`config.mk`:
```
export PLATFORM = sky130hd
export DESIGN_NAME = dsm_debug_mux
export DESIGN_NICKNAME = d
export VERILOG_FILES = /design/src/verilog/dsm_pkg.sv /design/src/verilog/dsm_sel_if.sv /design/src/verilog/dsm_debug_mux.sv /design/src/verilog/dsm_pin_router.sv
export SDC_FILE = /design/constraint.sdc
export NUM_CORES = 1
export LEC_CHECK = 0
export BUFFER_PORTS_ARGS = -buffer_cell sky130_fd_sc_hd__clkbuf_2
export CAP_MARGIN = 15
export CORE_MARGIN = 1.5
export CORE_UTILIZATION = 44
export DETAILED_ROUTE_END_ITERATION = 10
export PLACE_DENSITY = 0.76
export SLEW_MARGIN = 15
export SYNTH_ARGS = -nofsm -noshare
export SYNTH_HDL_FRONTEND = slang
export SYNTH_HIERARCHICAL = 1
export SYNTH_SLANG_ARGS = --single-unit
```
`constraint.sdc`:
```
create_clock -name pclk -period 2.37 [get_ports pclk]
set_clock_uncertainty 0.1 [all_clocks]
set_input_delay 0.1185 -clock pclk [delete_from_list [all_inputs] [get_ports pclk]]
set_output_delay 0.1185 -clock pclk [all_outputs]
set_load 0.01 [all_outputs]
```
`src/verilog/dsm_pkg.sv`:
```
// Package with constants for the debug signal multiplexer and boot strap
package dsm_pkg;
  // Group codes
  localparam logic [7:0] GRP_CARD = 8'h30;
  localparam logic [7:0] GRP_TRCV = 8'h58;
  localparam logic [7:0] GRP_RXDATA = 8'h70;
  localparam logic [7:0] GRP_RXERR = 8'h73;
  // Selector codes
  localparam logic [3:0] SEL_CARRIER = 4'h8;
  // Pin-select codes
  localparam logic [3:0] PIN_IRQ = 4'h0;
  localparam logic [3:0] PIN_GPO = 4'h1;
  localparam logic [3:0] PIN_AUXILIARY_PIN_TWO = 4'h2;
  localparam logic [3:0] PIN_AUXILIARY_PIN_ONE = 4'h3;
  // Field positions of the position parameter
  localparam int POS_PIN_LSB = 4;
  localparam int POS_SIG_LSB = 0;
  // Length threshold for multi-frame reception
  localparam logic [7:0] LEN_LIMIT = 8'h1c;
  // Register byte addresses
  localparam logic [11:0] ADDR_CTRL = 12'h000;
  localparam logic [11:0] ADDR_GROUP = 12'h004;
  localparam logic [11:0] ADDR_POS = 12'h008;
  localparam logic [11:0] ADDR_STATUS = 12'h00c;
  localparam logic [11:0] ADDR_DAC = 12'h010;
  // Reset values, pin count and converter width
  localparam logic [7:0] GROUP_RST = 8'h00;
  localparam logic [7:0] POS_RST = 8'h00;
  localparam int PIN_COUNT = 4;
  localparam int DAC_W = 8;
endpackage : dsm_pkg

```
`src/verilog/dsm_sel_if.sv`:
```
// Interface carrying the selection between top and pin router
`timescale 1ns/1ps
interface dsm_sel_if;
  logic enable;
  logic sig_valid;
  logic sig_value;
  logic [3:0] pin_sel;
  logic [3:0] pin_drive;
  modport src (output enable, output sig_valid, output sig_value, output pin_sel,
    input pin_drive);
  modport router (input enable, input sig_valid, input sig_value, input pin_sel,
    output pin_drive);
endinterface : dsm_sel_if
```
`src/verilog/dsm_debug_mux.sv`:
```
// Debug signal multiplexer with boot strap handling and APB registers
//
// Overview of operation
// - First byte picks the signal group
// - No debug output unless test bus enabled
// - Selector 8 gives carrier clock in every group
// - Card group selectors 7 to 4 map flags
// - Card group selectors 3 to 0 map flags
// - Transceive selectors 7 to 4 map controls
// - Transceive selector 3 timeout, 2..0 state bits
// - Receiver data selectors 7 to 4 map processor
// - Selector 3 receive-active, 2 data-arriving status
// - Selector 1 chain reset, 0 bit clock
// - Error group 7 combined, 2 1 0 flags
// - Selector 6 long multi-frame length flag
// - Pin nibble maps four pins, others reserved
// - Pin choice in upper nibble of position
// - Two analog outputs on auxiliary pins
// - Strap pin stays input until boot done
// - Strap high at start-up enters download
// - After boot, strap pin becomes output
`timescale 1ns/1ps
module dsm_debug_mux (
  input wire logic pclk,
  input wire logic presetn,
  input wire logic psel,
  input wire logic penable,
  input wire logic pwrite,
  input wire logic [11:0] paddr,
  input wire logic [31:0] pwdata,
  output logic [31:0] prdata,
  output logic pready,
  output logic pslverr,
  input wire logic carrier_clk,
  input wire logic [7:0] card_sigs,
  input wire logic [7:0] trcv_sigs,
  input wire logic [7:0] rxdata_sigs,
  input wire logic data_error,
  input wire logic protocol_error,
  input wire logic collision,
  input wire logic multi_frame_receive,
  input wire logic [7:0] length_byte,
  input wire logic length_byte_valid,
  input wire logic boot_complete,
  input wire logic [7:0] dac1_source,
  input wire logic [7:0] dac2_source,
  input wire logic auxiliary_pin_two_in,
  output logic irq_dbg_out,
  output logic irq_dbg_oe,
  output logic general_output_one_out,
  output logic general_output_one_oe,
  output logic auxiliary_pin_two_out,
  output logic auxiliary_pin_two_oe,
  output logic auxiliary_pin_one_out,
  output logic auxiliary_pin_one_oe,
  output logic [7:0] dac1_out,
  output logic [7:0] dac2_out,
  output logic download_mode
);
  logic testbus_enable_q;
  logic dac1_en_q;
  logic dac2_en_q;
  logic [7:0] group_q;
  logic [7:0] testbus_position_param_q;
  logic boot_done_q;
  logic download_q;
  logic long_len_q;
  logic [1:0] strap_sync_q;
  logic [7:0] card_q;
  logic [7:0] trcv_q;
  logic [7:0] rxdata_q;
  logic [7:0] err_q;
  logic [1:0] carrier_sync_q;
  logic [1:0] boot_sync_q;
  logic sig_value;
  logic sig_valid;
  logic [3:0] sig_sel;
  logic [7:0] grp_bits;
  logic apb_wr;
  logic apb_rd;
  logic [31:0] rd_d;
  logic err_d;
  dsm_sel_if sel_bus ();

  // Two-flop synchronisers for pin and other-domain inputs
  always_ff @(posedge pclk or negedge presetn) begin
    if (!presetn) begin
      carrier_sync_q <= 2'b00;
      boot_sync_q <= 2'b00;
      strap_sync_q <= 2'b00;
    end else begin
      carrier_sync_q <= {carrier_sync_q[0], carrier_clk};
      boot_sync_q <= {boot_sync_q[0], boot_complete};
      strap_sync_q <= {strap_sync_q[0], auxiliary_pin_two_in};
    end
  end

  // Sampled source signals from the protocol logic
  always_ff @(posedge pclk or negedge presetn) begin
    if (!presetn) begin
      card_q <= 8'h00;
      trcv_q <= 8'h00;
      rxdata_q <= 8'h00;
      err_q <= 8'h00;
    end else begin
      card_q <= card_sigs;
      trcv_q <= trcv_sigs;
      rxdata_q <= rxdata_sigs;
      err_q <= {(data_error | protocol_error) | collision, long_len_q, 3'b000,
        collision, protocol_error, data_error};
    end
  end

  // Long multi-frame length flag, follows each new length byte
  always_ff @(posedge pclk or negedge presetn) begin
    if (!presetn) begin
      long_len_q <= 1'b0;
    end else if (!multi_frame_receive) begin
      long_len_q <= 1'b0;
    end else if (length_byte_valid) begin
      long_len_q <= (length_byte > dsm_pkg::LEN_LIMIT);
    end
  end

  // Boot tracking and download strap capture
  always_ff @(posedge pclk or negedge presetn) begin
    if (!presetn) begin
      boot_done_q <= 1'b0;
      download_q <= 1'b0;
    end else if (!boot_done_q) begin
      if (strap_sync_q[1]) begin
        download_q <= 1'b1;
      end
      if (boot_sync_q[1]) begin
        boot_done_q <= 1'b1;
      end
    end
  end

  // APB strobes, zero wait state
  assign apb_wr = psel && penable && pwrite;
  assign apb_rd = psel && !penable && !pwrite;

  // Control and configuration registers
  always_ff @(posedge pclk or negedge presetn) begin
    if (!presetn) begin
      testbus_enable_q <= 1'b0;
      dac1_en_q <= 1'b0;
      dac2_en_q <= 1'b0;
      group_q <= dsm_pkg::GROUP_RST;
      testbus_position_param_q <= dsm_pkg::POS_RST;
    end else if (apb_wr) begin
      unique case (paddr)
        dsm_pkg::ADDR_CTRL: begin
          testbus_enable_q <= pwdata[0];
          dac1_en_q <= pwdata[1];
          dac2_en_q <= pwdata[2];
        end
        dsm_pkg::ADDR_GROUP: group_q <= pwdata[7:0];
        dsm_pkg::ADDR_POS: testbus_position_param_q <= pwdata[7:0];
        default: ;
      endcase
    end
  end

  // Read data and error decode, prepared in setup cycle
  always_comb begin
    rd_d = 32'h0000_0000;
    err_d = 1'b0;
    unique case (paddr)
      dsm_pkg::ADDR_CTRL: rd_d = {29'h0, dac2_en_q, dac1_en_q, testbus_enable_q};
      dsm_pkg::ADDR_GROUP: rd_d = {24'h0, group_q};
      dsm_pkg::ADDR_POS: rd_d = {24'h0, testbus_position_param_q};
      dsm_pkg::ADDR_STATUS: rd_d = {27'h0, sel_bus.pin_drive != 4'h0, download_q,
        boot_done_q, long_len_q, sig_valid};
      dsm_pkg::ADDR_DAC: rd_d = {16'h0, dac2_out, dac1_out};
      default: err_d = 1'b1;
    endcase
  end

  // APB answer registers
  always_ff @(posedge pclk or negedge presetn) begin
    if (!presetn) begin
      prdata <= 32'h0000_0000;
      pready <= 1'b0;
      pslverr <= 1'b0;
    end else begin
      pready <= psel && !penable;
      pslverr <= psel && !penable && err_d;
      if (apb_rd) begin
        prdata <= rd_d;
      end
    end
  end

  // Group selection of the eight test bus bits
  always_comb begin
    grp_bits = 8'h00;
    sig_valid = 1'b1;
    unique case (group_q)
      dsm_pkg::GRP_CARD: grp_bits = card_q;
      dsm_pkg::GRP_TRCV: grp_bits = trcv_q;
      dsm_pkg::GRP_RXDATA: grp_bits = rxdata_q;
      dsm_pkg::GRP_RXERR: grp_bits = err_q;
      default: sig_valid = 1'b0;
    endcase
  end

  // Signal selection within the group
  assign sig_sel = testbus_position_param_q[dsm_pkg::POS_SIG_LSB +: 4];
  always_comb begin
    sig_value = 1'b0;
    if (sig_sel == dsm_pkg::SEL_CARRIER) begin
      sig_value = carrier_sync_q[1];
    end else if (sig_sel < dsm_pkg::SEL_CARRIER) begin
      sig_value = grp_bits[sig_sel[2:0]];
    end
  end

  // Reserved selectors also leave the pin undriven
  assign sel_bus.enable = testbus_enable_q;
  assign sel_bus.sig_valid = sig_valid && (sig_sel <= dsm_pkg::SEL_CARRIER) &&
    !(group_q == dsm_pkg::GRP_RXERR && sig_sel >= 4'h3 && sig_sel <= 4'h5);
  assign sel_bus.sig_value = sig_value;
  assign sel_bus.pin_sel = testbus_position_param_q[dsm_pkg::POS_PIN_LSB +: 4];

  dsm_pin_router u_router (
    .sel(sel_bus.router)
  );

  // Registered pin drivers; strap pin held as input before boot
  always_ff @(posedge pclk or negedge presetn) begin
    if (!presetn) begin
      irq_dbg_out <= 1'b0;
      irq_dbg_oe <= 1'b0;
      general_output_one_out <= 1'b0;
      general_output_one_oe <= 1'b0;
      auxiliary_pin_two_out <= 1'b0;
      auxiliary_pin_two_oe <= 1'b0;
      auxiliary_pin_one_out <= 1'b0;
      auxiliary_pin_one_oe <= 1'b0;
    end else begin
      irq_dbg_oe <= sel_bus.pin_drive[0];
      irq_dbg_out <= sel_bus.pin_drive[0] && sig_value;
      general_output_one_oe <= sel_bus.pin_drive[1];
      general_output_one_out <= sel_bus.pin_drive[1] && sig_value;
      auxiliary_pin_two_oe <= boot_done_q && sel_bus.pin_drive[2];
      auxiliary_pin_two_out <= boot_done_q && sel_bus.pin_drive[2] && sig_value;
      auxiliary_pin_one_oe <= sel_bus.pin_drive[3];
      auxiliary_pin_one_out <= sel_bus.pin_drive[3] && sig_value;
    end
  end

  // Analog converter codes and download state output
  always_ff @(posedge pclk or negedge presetn) begin
    if (!presetn) begin
      dac1_out <= 8'h00;
      dac2_out <= 8'h00;
      download_mode <= 1'b0;
    end else begin
      dac1_out <= (testbus_enable_q && dac1_en_q) ? dac1_source : 8'h00;
      dac2_out <= (testbus_enable_q && dac2_en_q && boot_done_q) ? dac2_source : 8'h00;
      download_mode <= download_q;
    end
  end
endmodule : dsm_debug_mux

```
`src/verilog/dsm_pin_router.sv`:
```
// Routes the chosen debug signal onto one of the four debug pins
`timescale 1ns/1ps
module dsm_pin_router (
  dsm_sel_if.router sel
);
  // One-hot pin drive, none for reserved codes or disabled bus
  always_comb begin
    sel.pin_drive = 4'h0;
    if (sel.enable && sel.sig_valid) begin
      unique case (sel.pin_sel)
        dsm_pkg::PIN_IRQ: sel.pin_drive[0] = 1'b1;
        dsm_pkg::PIN_GPO: sel.pin_drive[1] = 1'b1;
        dsm_pkg::PIN_AUXILIARY_PIN_TWO: sel.pin_drive[2] = 1'b1;
        dsm_pkg::PIN_AUXILIARY_PIN_ONE: sel.pin_drive[3] = 1'b1;
        default: sel.pin_drive = 4'h0;
      endcase
    end
  end
endmodule : dsm_pin_router

```
==> impl_metrics.csv <==
group,metric,value,unit
clocking,cts_setup_buffers,0,
critical_path,critPathMaxFanout,4,
final_layout,syn2layout_area_growth,40.8,%
min_path,hp-class,"in2reg",
synth,netlist_instances,347,
placed_design,place_hpwl,7580,um
pwr,pwr_density_cell,527,nW/um^2
grt,antenna_found_initial,0,
sta,fmaxAchievable,398,MHz
drt,routedWlPerCell,16.0,um
pwr,p_leak,2.95,nW
die,die_area,10100,sq um
drt,drt-pass1-iter-count,5,
sta,setup_viol,1,
grt,grt_usage,22.7,%
placed_design,gp_congestion,0.900,
final_layout,final_common_cell,"clkbuf_2",
critical_path,cp_top_family,"simple AND/OR/NAND/NOR gates",
sta,period_needed,2.51,ns
critical_path,r2r_setup_slack,-0.14,ns
drt,wl,11000,um
grt,grt_max_degree,53,
critical_path,critPathMostFrequentCell,"a21oi_1",
drt,drt-initial-drc-count,278,
min_path,holdPathEnd,"pslverr",
die,coreArea,9240,sq um
critical_path,required,2.52,ns
synth,syn_area,4190,sq um
critical_path,cpPeakStageDelay,0.42,ns
sta,tightest_slew,0.698,ns
clocking,clk_path_buf_depth,2,
sta,slew_headroom,53.5,%
final_layout,antenna_cells,0,
die,die_y,101,um
status,status,"complete, but fails checks",
die,floorplan.initialDensity,45.4,%
placed_design,io_buffers,123,
synth,yosysWarnings,6,
sta,finalMaxSlewViolations,0,
clocking,htree_levels,3,
drt,drc,0,
final_layout,layout_common_cells,"clkbuf_2, dfrtp_1, dlygate4sd3_1, nand2_1, buf_4",
synth,syn_area_per_cell,12.1,sq um
clocking,cts.sinks,100,
grt,grt_pass1_vias,3637,
sta,rsz0062_at_grt,"true",
final_layout,drive_gt1_share,35.7,%
pwr,total_power,3.11,mW
min_path,min_from,"paddr[5]",
pwr,peakVddDrop,0.282,mV
drt,via_per_inst,5.17,
critical_path,cp-end-kind,"flop",
critical_path,crit_chain,"nor3b_4 -> nand2_2 -> nor3b_2 -> o21ai_1 -> and4b_1 -> nand4bb_4 -> nor3b_4 -> nor4_2 -> a21oi_1 -> a221o_1 -> a21oi_1 -> a21oi_1",
clocking,cts_buffers,9,
critical_path,timing.rr.end,"prdata[4]",
status,violations,"setup timing",
critical_path,rr_worst_depth,12,
critical_path,critPathArrivalTime,2.67,ns
clocking,clk_pin_slew,0.10,ns
drt,vias,3559,
critical_path,worst-setup-path-type,"reg2reg",
critical_path,slowest_stage,"dfrtp_1",
clocking,cts_tree,"done",
die,die_x,101,um
sta,tns,-0.142,ns
grt,grt_pass1_wl,17600,um
job,cap_violations,0,
critical_path,path_buf_inv,0,
final_layout,nNetsFinal,660,
drt,ant_nets,0,
die,pin_count,164,
die,rows,35,
sta,setup_slack,-0.142,ns
critical_path,r2r_start,"group_q[2]",
final_layout,final_cell_area,5900,sq um
clocking,clock-root-buffer,"clkbuf_8",
clocking,clk_latency,0.36,ns
sta,hold_viol_final,0,
placed_design,dpl_cell_area,5100,sq um
critical_path,critPathLaunchType,"flop",
grt,grt_overflow,0,
min_path,hold-path-cell-count,4,
sta,fin_crit_sh,106,%
==> power by group <==
part           switching [mW]  internal [mW]
clock                   0.651          0.412
sequential             0.0213           1.75
combinational           0.130          0.145
==> state kept, by name (all words and copies together), names as in the netlist, 2 cells and up <==
name,cells
boot_sync_q,2
card_q,8
strap_sync_q,2
prdata,16
carrier_sync_q,2
dac1_out,8
dac2_out,8
testbus_position_param_q,8
group_q,8
rxdata_q,8
err_q,5
trcv_q,8
==> worst max path at each step <==
stage	start	slack [ns]	to	cells after the start
global placement	group_q[2]	-0.06	prdata[4]	12
CTS	group_q[2]	-0.15	prdata[4]	12
global route	group_q[2]	-0.30	prdata[4]	12
finish	group_q[2]	-0.14	prdata[4]	12
floorplan	group_q[2]	-0.08	prdata[4]	12
detailed placement	group_q[2]	-0.16	prdata[4]	12
==> worst min-delay path, delay by kind of cell <==
family        cells  cell delay [ns]
buf+inv           1             0.07
simple gates      3             0.26
==> area by class of cell <==
class | instances | area (sq um)
clock inverter | 7 | 66.3
fill | 713 | 3340
clock buffer | 9 | 124
timing repair buffer | 213 | 1450
multi-input combinational | 227 | 1580
sequential | 100 | 2500
inverter | 4 | 15.0
tap | 129 | 161
==> repair_timing <==
action                                  4_1_cts  5_1_grt
hold buffers                                 59        0
hold endpoints to repair                    120        0
resized for setup                             2        5
pin swaps                                     1        0
endpoints found under the setup margin        1        5
==> through the flow <==
step           utilization [%]  setup slack [ns]  instances  hold WS, ns
2_1_floorplan                -           -0.0845        362       -0.277
6_report                  63.9            -0.142        689       0.0171
5_1_grt                   63.9            -0.300        689       0.0313
3_3_place_gp              55.2           -0.0644        614       0.0742
3_5_place_dp              55.2            -0.160        614       0.0878
4_1_cts                   63.7            -0.152        689       0.0151
==> layer usage <==
| metal | wire, um | part of all wire [%] | global-route usage (%) | up-vias |
|---|---|---|---|---|
| li1 | - | - | - | 1627 |
| met2 | 5570 | 51 | 39.1 | 182 |
| met3 | 743 | 6.7 | 4.85 | 29 |
| met5 | 0 | 0 | 0 | - |
| met4 | 264 | 2.4 | 9.32 | 0 |
| met1 | 4430 | 40 | 27.8 | 1721 |
Power figures use the tool's default switching activity.
